$ cat src/inc/sms_defs.vh
// constants for the speed mode selector
`ifndef SMS_DEFS_VH
`define SMS_DEFS_VH

// speed mode codes, same coding as the two-bit select field
`define SMS_MODE_AUTO      2'h0
`define SMS_MODE_SINGLE    2'h1
`define SMS_MODE_DOUBLE    2'h2
`define SMS_MODE_QUAD      2'h3

// system clock rate in kHz (100 MHz)
`define SMS_CLK_KHZ        100000
// auto-detect lower edges of the double and quad ranges, in kHz
`define SMS_DOUBLE_MIN_KHZ 84
`define SMS_QUAD_MIN_KHZ   170
// period limits in clock cycles, longest time rounds down
`define SMS_DOUBLE_MAX_CYC (`SMS_CLK_KHZ / `SMS_DOUBLE_MIN_KHZ)
`define SMS_QUAD_MAX_CYC   (`SMS_CLK_KHZ / `SMS_QUAD_MIN_KHZ)

// frame clocks after reset release in which the port enable write is accepted
`define SMS_WIN_SINGLE     12'h200
`define SMS_WIN_DOUBLE     12'h400
`define SMS_WIN_QUAD       12'h800

// period counter width and classification stability
`define SMS_PERIOD_W       16
`define SMS_STABLE_CNT     3'h4
`define SMS_STABLE_W       3

`endif

$ cat src/verilog/sms_period_meter.v
// frame clock synchroniser and period meter
`timescale 1ns/10ps
`include "sms_defs.vh"

module sms_period_meter #(
  parameter PERIOD_W = `SMS_PERIOD_W
) (
  // clock and reset
  input  wire                sys_clk,
  input  wire                rst_b,
  // frame clock pin
  input  wire                frame_clock,
  // measurement
  output reg                 edge_r,
  output reg  [PERIOD_W-1:0] period_r,
  output reg                 period_ok_r
);

  reg                meta_r;
  reg                sync_r;
  reg                prev_r;
  reg [PERIOD_W-1:0] cnt_r;
  wire               rise;

  assign rise = sync_r & ~prev_r;

  always @(posedge sys_clk or negedge rst_b) begin
    if (!rst_b) begin
      meta_r      <= 1'b0;
      sync_r      <= 1'b0;
      prev_r      <= 1'b0;
      cnt_r       <= {PERIOD_W{1'b0}};
      period_r    <= {PERIOD_W{1'b0}};
      period_ok_r <= 1'b0;
      edge_r      <= 1'b0;
    end else begin
      meta_r <= frame_clock;
      sync_r <= meta_r;
      prev_r <= sync_r;
      edge_r <= rise;
      if (rise) begin
        period_r    <= cnt_r;
        // the first edge after reset already flags its period valid, though it closes no full period
        period_ok_r <= 1'b1;
        cnt_r       <= {{(PERIOD_W-1){1'b0}}, 1'b1};
      end else if (cnt_r != {PERIOD_W{1'b1}}) begin
        // saturate so the first period after a stopped frame clock reads as a very slow rate
        cnt_r <= cnt_r + {{(PERIOD_W-1){1'b0}}, 1'b1};
      end
    end
  end

endmodule

$ cat src/verilog/sms_speed_mode_select.v
// speed mode selector: auto detection of frame rate with manual override
`timescale 1ns/10ps
`include "sms_defs.vh"

module sms_speed_mode_select #(
  parameter PERIOD_W = `SMS_PERIOD_W
) (
  // clock and reset
  input  wire       sys_clk,
  input  wire       rst_b,
  // frame clock pin
  input  wire       frame_clock,
  // control port side
  input  wire       port_enable_bit,
  input  wire       speed_sel_hi,
  input  wire       speed_sel_lo,
  // status
  output reg  [1:0] speed_mode_r,
  output reg        auto_active_r,
  output reg        ctrl_mode_r,
  output reg        standalone_r
);

  // meter outputs
  wire                edge_pls;
  wire [PERIOD_W-1:0] period;
  wire                period_ok;

  // detection state
  reg  [1:0]               det_mode_r;
  reg  [1:0]               det_mode_nxt;
  reg  [1:0]               cand_r;
  reg  [1:0]               cand_nxt;
  reg  [`SMS_STABLE_W-1:0] stab_r;
  reg  [`SMS_STABLE_W-1:0] stab_nxt;

  // entry window state
  reg  [1:0]               win_state_r;
  reg  [1:0]               win_state_nxt;
  reg  [11:0]              win_cnt_r;
  reg  [11:0]              win_cnt_nxt;
  reg                      ctrl_mode_nxt;
  reg                      standalone_nxt;

  // mode outputs and decode
  reg  [1:0]               speed_mode_nxt;
  reg                      auto_active_nxt;
  wire [1:0]               field;
  wire [1:0]               cls;
  wire [11:0]              win_lim;

  // entry window states
  localparam WIN_OPEN  = 2'b00;
  localparam WIN_CTRL  = 2'b01;
  localparam WIN_ALONE = 2'b10;

  sms_period_meter #(
    .PERIOD_W (PERIOD_W)
  ) u_meter (
    .sys_clk     (sys_clk),
    .rst_b       (rst_b),
    .frame_clock (frame_clock),
    .edge_r      (edge_pls),
    .period_r    (period),
    .period_ok_r (period_ok)
  );

  // longer periods than the double range maximum are single speed;
  // rates between 50 and 84 kHz fall into single, outside any supported range
  function [1:0] classify;
    input [PERIOD_W-1:0] p;
    begin
      if (p > `SMS_DOUBLE_MAX_CYC)
        classify = `SMS_MODE_SINGLE;
      else if (p > `SMS_QUAD_MAX_CYC)
        classify = `SMS_MODE_DOUBLE;
      else
        classify = `SMS_MODE_QUAD;
    end
  endfunction

  // window length follows the mode detected so far
  function [11:0] window_len;
    input [1:0] m;
    begin
      case (m)
        `SMS_MODE_DOUBLE: window_len = `SMS_WIN_DOUBLE;
        `SMS_MODE_QUAD:   window_len = `SMS_WIN_QUAD;
        default:          window_len = `SMS_WIN_SINGLE;
      endcase
    end
  endfunction

  // a fixed field value only counts once the control port is in use
  function is_manual;
    input       ctl;
    input [1:0] sel;
    begin
      is_manual = ctl && (sel != `SMS_MODE_AUTO);
    end
  endfunction

  // one frame rise further into the entry window
  function [11:0] win_step;
    input [11:0] c;
    begin
      win_step = c + 12'h001;
    end
  endfunction

  assign field    = {speed_sel_hi, speed_sel_lo};
  assign cls      = classify(period);
  assign win_lim  = window_len(det_mode_r);

  // detection runs even under a manual override so the result is fresh on release
  always @* begin
    det_mode_nxt = det_mode_r;
    cand_nxt     = cand_r;
    stab_nxt     = stab_r;
    if (edge_pls && period_ok) begin
      if (cls != cand_r) begin
        // a new class restarts the stability run
        cand_nxt = cls;
        stab_nxt = {`SMS_STABLE_W{1'b0}};
      end else if (stab_r != `SMS_STABLE_CNT) begin
        stab_nxt = stab_r + {{(`SMS_STABLE_W-1){1'b0}}, 1'b1};
      end else begin
        // commit only after the run has been seen long enough
        det_mode_nxt = cand_r;
      end
    end
  end

  always @(posedge sys_clk or negedge rst_b) begin
    if (!rst_b) begin
      det_mode_r <= `SMS_MODE_SINGLE;
      cand_r     <= `SMS_MODE_SINGLE;
      stab_r     <= {`SMS_STABLE_W{1'b0}};
    end else begin
      det_mode_r <= det_mode_nxt;
      cand_r     <= cand_nxt;
      stab_r     <= stab_nxt;
    end
  end

  // entry window for the control port after reset release;
  // a port enable in the expiry cycle still wins
  always @* begin
    win_state_nxt  = win_state_r;
    win_cnt_nxt    = win_cnt_r;
    ctrl_mode_nxt  = ctrl_mode_r;
    standalone_nxt = standalone_r;
    case (win_state_r)
      WIN_OPEN: begin
        if (port_enable_bit) begin
          win_state_nxt = WIN_CTRL;
          ctrl_mode_nxt = 1'b1;
        end else if (win_cnt_r >= win_lim) begin
          win_state_nxt  = WIN_ALONE;
          standalone_nxt = 1'b1;
        end else if (edge_pls) begin
          // only counted frame rises advance the window
          win_cnt_nxt = win_step(win_cnt_r);
        end
      end
      WIN_CTRL: begin
        // port enable is sticky until reset
        ctrl_mode_nxt = 1'b1;
      end
      WIN_ALONE: begin
        // no way back to the control port until the next reset
        standalone_nxt = 1'b1;
      end
      default: begin
        win_state_nxt = WIN_OPEN;
      end
    endcase
  end

  always @(posedge sys_clk or negedge rst_b) begin
    if (!rst_b) begin
      win_state_r  <= WIN_OPEN;
      win_cnt_r    <= 12'h000;
      ctrl_mode_r  <= 1'b0;
      standalone_r <= 1'b0;
    end else begin
      win_state_r  <= win_state_nxt;
      win_cnt_r    <= win_cnt_nxt;
      ctrl_mode_r  <= ctrl_mode_nxt;
      standalone_r <= standalone_nxt;
    end
  end

  // the select field counts only in control port mode; pins cannot force a mode
  always @* begin
    if (is_manual(ctrl_mode_r, field)) begin
      speed_mode_nxt = field;
    end else begin
      speed_mode_nxt = det_mode_r;
    end
    auto_active_nxt = ~is_manual(ctrl_mode_r, field);
  end

  always @(posedge sys_clk or negedge rst_b) begin
    if (!rst_b) begin
      speed_mode_r  <= `SMS_MODE_SINGLE;
      auto_active_r <= 1'b1;
    end else begin
      speed_mode_r  <= speed_mode_nxt;
      auto_active_r <= auto_active_nxt;
    end
  end

endmodule
$ cat config.mk
export PLATFORM = sky130hd
export DESIGN_NAME = sms_speed_mode_select
export DESIGN_NICKNAME = d
export VERILOG_FILES = /design/src/verilog/sms_period_meter.v /design/src/verilog/sms_speed_mode_select.v
export VERILOG_INCLUDE_DIRS = /design/src /design/src/inc
export SDC_FILE = /design/constraint.sdc
export NUM_CORES = 1
export LEC_CHECK = 0
export BUFFER_PORTS_ARGS = -buffer_cell sky130_fd_sc_hd__buf_2
export CAP_MARGIN = 20
export CORE_UTILIZATION = 59
export DETAILED_ROUTE_END_ITERATION = 6
export GPL_TIMING_DRIVEN = 0
export HOLD_SLACK_MARGIN = 0.1
export PLACE_DENSITY = 0.88
export SLEW_MARGIN = 20
export SYNTH_ARGS = -nofsm -noshare
export SYNTH_HDL_FRONTEND = slang
export SYNTH_SLANG_ARGS = --single-unit
$ cat constraint.sdc
create_clock -name sys_clk -period 2.85 [get_ports sys_clk]
set_input_delay 0.57 -clock sys_clk [delete_from_list [all_inputs] [get_ports sys_clk]]
set_output_delay 0.57 -clock sys_clk [all_outputs]
set_load 0.05 [all_outputs]
==> impl_results.md, run 1 <==
- EDFF count, synth: 0
- Vias post-DR: 2280
- Hold buffer count at cts: 0
- Fraction of layout cells with a size suffix above 1: 0.1045
- Cells after Synth: 309
- DP Wirelength: 3920 microns
- Total Routing Usage GR: 0.2535
- Synth cell types: 50
- Number of synthesized register bits: 63
- GPL Wtd Cong: 0.8411
- H-tree Lvls: 3
- Critical Path AT: 2860 ps
- DRT antenna net count: 0
- Top Ports: 11
- Simple-gate share of the synthesized area: 0.2389
- P&R area growth vs syn: 12.99%
- Die ar.: 5466 sq um
- RSZ-0062 raised after global routing: false
- Antenna Diode Count: 0
- GRT overflow: 0
- Clock buffer depth: 2
- Status: completed
- Post-CTS Repair Setup Buffers: 0
- Die width: 73.94 microns
- Synth Flop Type: dfrtp_1
- Max-cap violation count: 0
- Height of the die: 73.94 microns
- Cell Area, Synth: 3053 sq um
- Worst Hold Slack: 298.7 ps
- Synth Area in XOR/XNOR: 0.05738
- Synth Area in Compound Gates: 0.1037
- TNS Setup: 0 ps
- Worst Path Max Fanout: 5
- Hold/Removal Path Class: in2async
- Finish-stage setup viols: 0
- Power per standard cell area: 698.3 nW/um^2
- CTS root buf: clkbuf_8
- Skew-Pair Late Insertion Delay: 340 ps
- DRC Markers: 0
- Synthesized area per cell: 9.880 sq um
- Fin crit period: 2617 ps
- Kind of critical path: reg2reg
- Fmax: 382.1 MHz
- Max_slew headroom: 0.3286
- Final Hold Viols: 0
- Commonest cells after routing, fill and taps aside: 68 x nand2_1, 59 x dfrtp_1, 19 x xnor2_1
- Multiplexer area fraction after synthesis: 0.01352
- Fin. max-slew vios: 0
- TritonCTS clock tree: yes
- Critical path data required time: 3100 ps
- Register area share after synthesis: 0.5180
- Synthesis Warnings: 0
- Initial Utilization: 0.6297
- Post-Synth Adder-Cell Area: 0.04508
- Pleak: 0.001594 uW
- TritonCTS Buffers: 9
- Final WL: 5819 microns
- Most common cell after layout, fill and taps aside: nand2_1
- Antenna violations before repair: 0
- Synthesized Nets: 326
- Pin count of the biggest net entering global routing: 64
- Setup crit end kind: register
- Clock slew seen by the registers of the worst setup and hold paths: 70 ps
- Row count: 25
- Iter 0 DRT Violations: 136
- Vias in the first global route: 2247
- CTS resizes: 0
- Global-route wire length before repair: 10230 microns
- Critical path launch point type: register
- Avg WL per Cell: 14.48 microns
- Clock skew: 6.824 ps
- Asr flop ratio synth: 1.000
- IO buf count: 10
- Vias per cell: 5.672
- Core area: 4848 sq um
- Main combinational cell family by area after synthesis: simple AND/OR/NAND/NOR gates
- Least-Margin Pin Slew: 997.9 ps
- Fin crit share: 0.9183
- Total iterations of the first detailed-routing run: 4
- Final nets: 347
- TritonCTS Sinks: 63
- Peak supply drop: 0.5265 mV
[cell families after synthesis]
group | after synthesis
buf+inv | 19
fa+ha+maj | 11
compound gates | 42
simple gates | 150
xor+xnor | 20
mux | 4
flops | 63
[synth_stat cells (2+ instances only)]
| master | n | share of area |
|---|---|---|
| nand2_1 | 68 | 0.084 |
| dfrtp_1 | 59 | 0.48 |
| xnor2_1 | 19 | 0.055 |
| nand3_1 | 18 | 0.030 |
| nor2_1 | 16 | 0.020 |
| inv_1 | 13 | 0.016 |
| ha_1 | 11 | 0.045 |
| nor3_1 | 11 | 0.018 |
| a21oi_1 | 9 | 0.015 |
| a31oi_1 | 6 | 0.012 |
| and3_1 | 6 | 0.012 |
| clkbuf_1 | 6 | 0.0074 |
| o21ai_0 | 6 | 0.0098 |
| nor4_1 | 5 | 0.010 |
| dfstp_2 | 4 | 0.034 |
| nand4_1 | 4 | 0.0082 |
| nor3b_1 | 4 | 0.0098 |
| mux2i_1 | 3 | 0.0098 |
| nand2b_1 | 3 | 0.0061 |
| o22ai_1 | 3 | 0.0061 |
| o31ai_1 | 3 | 0.0074 |
| nor4b_1 | 2 | 0.0057 |
| o21a_1 | 2 | 0.0049 |
| o21ai_1 | 2 | 0.0033 |
[through the flow]
stage          power (uW)  area, sq um  cells    util  setup slack (ps)
6_report             2409         3450    402  0.7115             232.8
5_1_grt              2513         3450    402  0.7115             85.76
4_1_cts              2421         3450    402  0.7115             233.1
3_5_place_dp         1422         3189    386  0.6578             262.4
3_3_place_gp         1399         3187    386  0.6573             454.6
2_1_floorplan        1325         3053    309       -             693.0
[worst max-delay path, stage by stage, from the launching register on]
cell	delay (ps)
dfstp_2	560
nand2b_1	110
ha_1	230
nor2b_1	130
o21a_1	190
nor4_1	810
nand3_1	250
xnor2_1	250
[cell type report]
type | instances | area, sq um
clock inverter | 6 | 132.6
buffer | 6 | 22.52
tap | 67 | 83.83
clock buffer | 10 | 127.6
fill | 342 | 1399
inverter | 13 | 48.80
multi-input combinational | 227 | 1400
timing repair buffer | 10 | 52.55
sequential | 63 | 1582
[sequential cells by signal, indices dropped and copies added, names as in the netlist, 2 cells and up]
name / count
stab_r: 3
det_mode_r: 2
win_state_r: 2
cand_r: 2
speed_mode_r: 2
u_meter.period_r: 16
win_cnt_r: 12
u_meter.cnt_r: 16
[path summary, 6_finish.rpt]
check,startpoint,endpoint,slack (ps),cells after the start
worst max-delay path,det_mode_r[0]$_DFFE_PN1P_,win_cnt_r[11]$_DFFE_PN0P_,230,7
worst min-delay path,rst_b,win_state_r[0]$_DFFE_PN0P_,300,1
worst max register to register,det_mode_r[0]$_DFFE_PN1P_,win_cnt_r[11]$_DFFE_PN0P_,230,7
worst min register to register,u_meter.meta_r$_DFF_PN0_,u_meter.sync_r$_DFF_PN0_,350,0
max in group asynchronous,rst_b,u_meter.period_r[2]$_DFFE_PN0P_,2050,1
min in group sys_clk,frame_clock,u_meter.meta_r$_DFF_PN0_,330,1
[metal layers]
layer  wire, microns  track usage  vias up
li1                -            -     1119
met1            2647       0.3218     1101
met4              97       0.1218        0
met3             209      0.04065       10
met5               0            0        -
met2            2865       0.4263       50
[power by group]
group	internal (uW)	switching, uW
clock	668	337
sequential	986	94.4
combinational	136	187
(Power assumes the default switching activity.)
==> inputs of run 2 (changes only) <==
--- a/config.mk
+++ b/config.mk
@@ -8,11 +8,11 @@
 export LEC_CHECK = 0
 export BUFFER_PORTS_ARGS = -buffer_cell sky130_fd_sc_hd__buf_2
 export CAP_MARGIN = 20
-export CORE_UTILIZATION = 59
+export CORE_UTILIZATION = 60
 export DETAILED_ROUTE_END_ITERATION = 6
 export GPL_TIMING_DRIVEN = 0
 export HOLD_SLACK_MARGIN = 0.1
-export PLACE_DENSITY = 0.88
+export PLACE_DENSITY = 0.9
 export SLEW_MARGIN = 20
 export SYNTH_ARGS = -nofsm -noshare
 export SYNTH_HDL_FRONTEND = slang
==> run 2 against run 1 <==
Routed wire length up 0.46%. Sequential share of layout area up 0.90 points. Worst setup slack better by 130 ps. Global-route usage up 0.36 points. First-iteration DRC count down 5.9%. Via count up 0.39%.
==> impl_results.md, run 2 (synthesized netlist as in run 1, its figures left out) <==
- Status: completed
- Pleak: 0.001573 uW
- IO buf count: 10
- GPL Wtd Cong: 0.8814
- Setup crit end kind: register
- DP Cell Count: 386
- TritonCTS Sinks: 63
- CTS resizes: 0
- Clock slew seen by the registers of the worst setup and hold paths: 70 ps
- Avg WL per Cell: 14.54 microns
- TNS Setup: 0 ps
- TritonCTS clock tree: yes
- CP max stage delay: 760 ps
- Vias in the first global route: 2254
- Fin crit share: 0.8734
- Finish-stage setup viols: 0
- Gr busiest metal: met2
- Reg2Reg Depth: 7
- Reg power frac: 0.503
- Final Hold Viols: 0
- Fill cell instance count of the final layout: 360
- Power per standard cell area: 635.5 nW/um^2
- P&R area growth vs syn: 10.82%
- Least-Margin Pin Slew: 1011 ps
- DRC Markers: 0
- Commonest cells after routing, fill and taps aside: 68 x nand2_1, 59 x dfrtp_1, 19 x xnor2_1
- Max-cap violation count: 0
- Largest regs: u_meter.cnt_r x16, u_meter.period_r x16, win_cnt_r x12
- RSZ-0062 raised after global routing: false
- Antenna Diode Count: 0
- Pin count of the biggest net entering global routing: 64
- DP Wirelength: 4020 microns
- DRT antenna net count: 0
- Vias per cell: 5.694
- GRT overflow: 0
- Die ar.: 5377 sq um
- P_sw: 620.9 uW
- Power share of the combinational group: 0.154
- Row count: 25
- Core area: 4817 sq um
- Skew-Pair Late Insertion Delay: 340 ps
- H-tree Lvls: 3
- Critical path data required time: 3070 ps
- Critical path launch point type: register
- Final non-filler cell total: 402
- Fraction of layout cells with a size suffix above 1: 0.1075
- Reg-to-reg setup timing slack: 360 ps
- Fmax: 401.8 MHz
- Max_slew headroom: 0.3199
- Iter 0 DRT Violations: 128
- Worst Hold Slack: 305.4 ps
- Global-route met3 utilization: 0.06447
- Total iterations of the first detailed-routing run: 4
- Peak supply drop: 0.4554 mV
- Height of the die: 73.33 microns
- Final nets: 347
- Worst Path Max Fanout: 5
- Slowest-stage cell, CP: nor4_1
- Int Pwr: 1529 uW
- Fin. max-slew vios: 0
- Clock buffer depth: 2
- Worst R2R Start: det_mode_r[0]$_DFFE_PN1P_
- Sw frac: 0.2888
- GR met1 Demand/Resource: 0.3327
- CP cell instances: nand2b_1, ha_1, nor2b_1, o21a_1, nor4_1, nand3_1, xnor2_1
- GR Layer Usage met2: 0.4074
- Fin crit period: 2489 ps
- Top Ports: 11
- CTS root buf: clkbuf_8
- Hold buffer count at cts: 0
- Antenna violations before repair: 0
- Final WL: 5846 microns
- FF-to-FF End: win_cnt_r[5]$_DFFE_PN0P_
- Clock skew: 3.580 ps
- Initial Utilization: 0.6338
- Kind of critical path: reg2reg
- Post-CTS Repair Setup Buffers: 0
- Critical Path AT: 2710 ps
- Hold/Removal Path Class: in2async
- Most common cell after layout, fill and taps aside: nand2_1
- Clk pwr share: 0.343
- Global-route wire length before repair: 10230 microns
- Die width: 73.33 microns
- Total Routing Usage GR: 0.2572
- TritonCTS Buffers: 9
- Vias post-DR: 2289
-- run 2: cell count changes in the layout (fill, tap and decap cells not counted) --
cell	before	now
bufinv_16	4	0
clkbuf_1	7	6
clkbuf_8	9	13
clkinv_2	1	3
clkinvlp_4	1	0
-- run 2: worst max-delay path by stage --
stage	startpoint	endpoint	slack, ps	cells past startpoint
CTS	det_mode_r[0]$_DFFE_PN1P_	win_cnt_r[5]$_DFFE_PN0P_	330	7
global route	det_mode_r[0]$_DFFE_PN1P_	win_cnt_r[11]$_DFFE_PN0P_	170	7
global placement	det_mode_r[0]$_DFFE_PN1P_	win_cnt_r[11]$_DFFE_PN0P_	460	7
floorplan	det_mode_r[0]$_DFFE_PN1P_	win_cnt_r[11]$_DFFE_PN0P_	690	7
finish	det_mode_r[0]$_DFFE_PN1P_	win_cnt_r[5]$_DFFE_PN0P_	360	7
detailed placement	det_mode_r[0]$_DFFE_PN1P_	win_cnt_r[5]$_DFFE_PN0P_	350	7
-- run 2: area by class of cell --
type	instances	area [sq um]	share of cell area
clock inverter	3	15.01	0.004438
timing repair buffer	10	52.55	0.01553
sequential	63	1582	0.4675
multi-input combinational	227	1400	0.4138
inverter	13	48.80	0.01442
buffer	6	22.52	0.006657
tap	67	83.83	0.02478
clock buffer	13	178.9	0.05288
-- run 2: power groups by stage --
stage	combinational, uW	sequential, uW	clock, uW
floorplan	240	1090	0
global placement	309	1090	0
detailed placement	327	1100	0
CTS	331	1080	747
global route	375	1090	791
finish	330	1080	738
-- run 2: layer usage --
layer | routed length [microns] | up-vias
li1 | - | 1124
met1 | 2666 | 1099
met2 | 2841 | 53
met3 | 211 | 13
met4 | 126 | 0
met5 | 0 | -
-- run 2: worst max-delay path, delay by kind of cell (launching register included) --
family	cells	cell delay, ps
flip-flops	1	560
AO/OA/AOI/OAI	1	190
adder cells (fa/ha/maj)	1	230
AND/OR/NAND/NOR	4	1210
XOR/XNOR	1	180
-- run 2: through the flow --
stage / utilization / setup slack (ps) / cell area, sq um / power (uW)
2_1_floorplan: - / 693.0 / 3053 / 1325
3_3_place_gp: 0.6616 / 456.3 / 3187 / 1399
3_5_place_dp: 0.6621 / 349.4 / 3189 / 1423
4_1_cts: 0.7023 / 327.8 / 3383 / 2157
5_1_grt: 0.7023 / 167.8 / 3383 / 2260
6_report: 0.7023 / 360.9 / 3383 / 2150
==> inputs of run 3 (changes only) <==
--- a/config.mk
+++ b/config.mk
@@ -6,13 +6,14 @@
 export SDC_FILE = /design/constraint.sdc
 export NUM_CORES = 1
 export LEC_CHECK = 0
+export ABC_AREA = 1
 export BUFFER_PORTS_ARGS = -buffer_cell sky130_fd_sc_hd__buf_2
 export CAP_MARGIN = 20
 export CORE_UTILIZATION = 60
 export DETAILED_ROUTE_END_ITERATION = 6
 export GPL_TIMING_DRIVEN = 0
 export HOLD_SLACK_MARGIN = 0.1
-export PLACE_DENSITY = 0.9
+export PLACE_DENSITY = 0.89
 export SLEW_MARGIN = 20
 export SYNTH_ARGS = -nofsm -noshare
 export SYNTH_HDL_FRONTEND = slang
==> run 3 against run 2 <==
Largest power group unchanged. Critical path type unchanged. Hold slack worse by 7.2 ps. Register-to-register slack better by 130 ps. Die area up 3.1%. Synthesized cell count up 24%. Via count up 12%. Routed wire length up 7.1%. Critical endpoint is now win_cnt_r[6]$_DFFE_PN0P_. Fmax up 5.3%. Combinational power up 49%. Clock-buffer cell count down 2.
==> impl_results.md, run 3 <==
- Total iterations of the first detailed-routing run: 7
- DRC Markers: 0
- Status: completed
- Fraction of layout cells with a size suffix above 1: 0.1029
- Max_slew headroom: 0.4974
- Row count: 26
- Antenna Diode Count: 0
- H-tree Lvls: 3
- IO buf count: 10
- Number of synthesized register bits: 63
- Fin crit period: 2363 ps
- Synth Flop Type: dfrtp_1
- Multi-input logic area: 1350 sq um
- DP Cell Count: 462
- Synth top cells by count: 98 x nand2_1, 59 x dfrtp_1, 50 x inv_1
- Cell Area, Synth: 3151 sq um
- Area leader, netlist: dfrtp_1
- Power per standard cell area: 713.8 nW/um^2
- Fmax: 423.1 MHz
- Fin crit share: 0.8293
- Synthesis Warnings: 0
- Post-CTS Repair Setup Buffers: 0
- Final non-filler cell total: 478
- Synthesized area per cell: 8.247 sq um
- Share of the synthesized area in the top cell type: 0.4686
- Critical path launch point type: register
- Pin count of the biggest net entering global routing: 64
- Cells after Synth: 382
- Most numerous cell in the Yosys netlist: nand2_1
- Top Ports: 11
- Iter 0 DRT Violations: 195
- Clock buffer depth: 2
- Fin. max-slew vios: 0
- Final Hold Viols: 0
- Vias per cell: 5.349
- Synth cell types: 32
- CTS resizes: 0
- Hold/Removal Path Class: in2async
- P&R area growth vs syn: 11.80%
- Clock skew: 4.432 ps
- Peak supply drop: 0.4276 mV
- Max-cap violation count: 0
- RSZ-0062 raised after global routing: false
- Worst Path Max Fanout: 10
- Fill cell instance count of the final layout: 393
- Ranking of synthesized cells by area: dfrtp_1 47%, nand2_1 12%, inv_1 6.0%
- Initial Utilization: 0.6208
- TritonCTS clock tree: yes
- Asr flop ratio synth: 1.000
- Height of the die: 74.46 microns
- GPL Wtd Cong: 0.9182
- Die width: 74.46 microns
- Synthesized Nets: 399
- Least-Margin Pin Slew: 753.9 ps
- Pleak: 0.001694 uW
- Vias in the first global route: 2370
- GRT overflow: 0
- Hold buffer count at cts: 0
- Clock slew seen by the registers of the worst setup and hold paths: 70 ps
- Setup crit end kind: register
- Kind of critical path: reg2reg
- Total Routing Usage GR: 0.2522
- Vias post-DR: 2557
- Finish-stage setup viols: 0
- Final nets: 420
- Largest regs: u_meter.cnt_r x16, u_meter.period_r x16, win_cnt_r x12
- Avg WL per Cell: 13.10 microns
- Critical path data required time: 3130 ps
- Final WL: 6260 microns
- Core area: 5075 sq um
- Commonest cells after routing, fill and taps aside: 98 x nand2_1, 59 x dfrtp_1, 50 x inv_1
- EDFF count, synth: 0
- Critical Path AT: 2640 ps
- Die ar.: 5544 sq um
- TritonCTS Sinks: 63
- Most common cell after layout, fill and taps aside: nand2_1
- DRT antenna net count: 0
- Register area share after synthesis: 0.5020
- DP Wirelength: 4300 microns
- TNS Setup: 0 ps
- Antenna violations before repair: 0
- CTS root buf: clkbuf_8
- Global-route wire length before repair: 10320 microns
- Skew-Pair Late Insertion Delay: 340 ps
- TritonCTS Buffers: 9
- Sequential cell area: 1582 sq um
==> run 3: changes by cell type after synthesis, sizes merged, moves of 9 or more <==
cell   previous run  this run
inv              13        51
nand2            68       102
o21ai             8        37
xnor2            19         2
nor2             16        32
nand4             4        13
==> run 3: cell families (layout without fill, tap and decap cells) <==
group / count (synthesis) / in the layout / synth area share
and+or+nand+nor: 185 / 185 / 0.2641
DFF: 63 / 63 / 0.5020
buffers and inverters: 58 / 84 / 0.06950
AOI/OAI and AO/OA: 55 / 55 / 0.09293
adders and majority gates: 11 / 11 / 0.04368
xor gates and xnor gates: 10 / 10 / 0.02780
==> run 3: area by class of cell <==
cell class                 count  share of cell area
buffer                         5            0.005684
clock buffer                  11             0.04298
clock inverter                 5             0.02274
inverter                      53             0.05648
multi-input combinational    261              0.3833
sequential                    63              0.4490
tap                           70             0.02487
timing repair buffer          10             0.01492
==> run 3: critical path, cell delays in order (launching register included) <==
cell and delay (ps):
dfstp_2 540, nand2_1 60, ha_1 300, nand2_1 100
nor2_1 40, a211oi_1 300, nand4_1 320, inv_1 210
buf_2 240, a21oi_1 90, nor2_1 100
==> run 3: through the flow <==
step	area (sq um)	hold slack, ps	total power, uW	worst slack, ps	util
floorplan	3151	274.4	1491	931.0	-
global placement	3288	334.3	1591	700.2	0.6479
detailed placement	3291	341.8	1627	600.8	0.6484
CTS	3522	314.5	2524	505.9	0.6940
global route	3522	315.4	2651	313.1	0.6940
finish	3522	298.1	2514	486.6	0.6940
==> run 3: final timing paths <==
| path | start | to | slack [ps] | depth (start not counted) |
|---|---|---|---|---|
| setup / recovery | det_mode_r[0]$_DFFE_PN1P_ | win_cnt_r[6]$_DFFE_PN0P_ | 490 | 10 |
| setup reg to reg | det_mode_r[0]$_DFFE_PN1P_ | win_cnt_r[6]$_DFFE_PN0P_ | 490 | 10 |
| max in group asynchronous | rst_b | u_meter.period_r[3]$_DFFE_PN0P_ | 2060 | 1 |
| min in group sys_clk | frame_clock | u_meter.meta_r$_DFF_PN0_ | 330 | 1 |
| hold reg to reg | u_meter.meta_r$_DFF_PN0_ | u_meter.sync_r$_DFF_PN0_ | 350 | 0 |
| hold / removal | rst_b | win_cnt_r[4]$_DFFE_PN0P_ | 300 | 1 |
==> run 3: layer usage <==
layer | GRT usage | wire [microns]
met1 | 0.2972 | 2720
met2 | 0.4284 | 3131
met3 | 0.05014 | 217
met4 | 0.1468 | 189
met5 | 0 | 0
==> run 3: where the power goes <==
group	total [uW]	switching, uW	leakage [uW]	internal, uW
combinational	493	321	0.000789	172
clock	888	350	0.000112	538
sequential	1130	108	0.000794	1020
total	2510	780	0.00169	1730
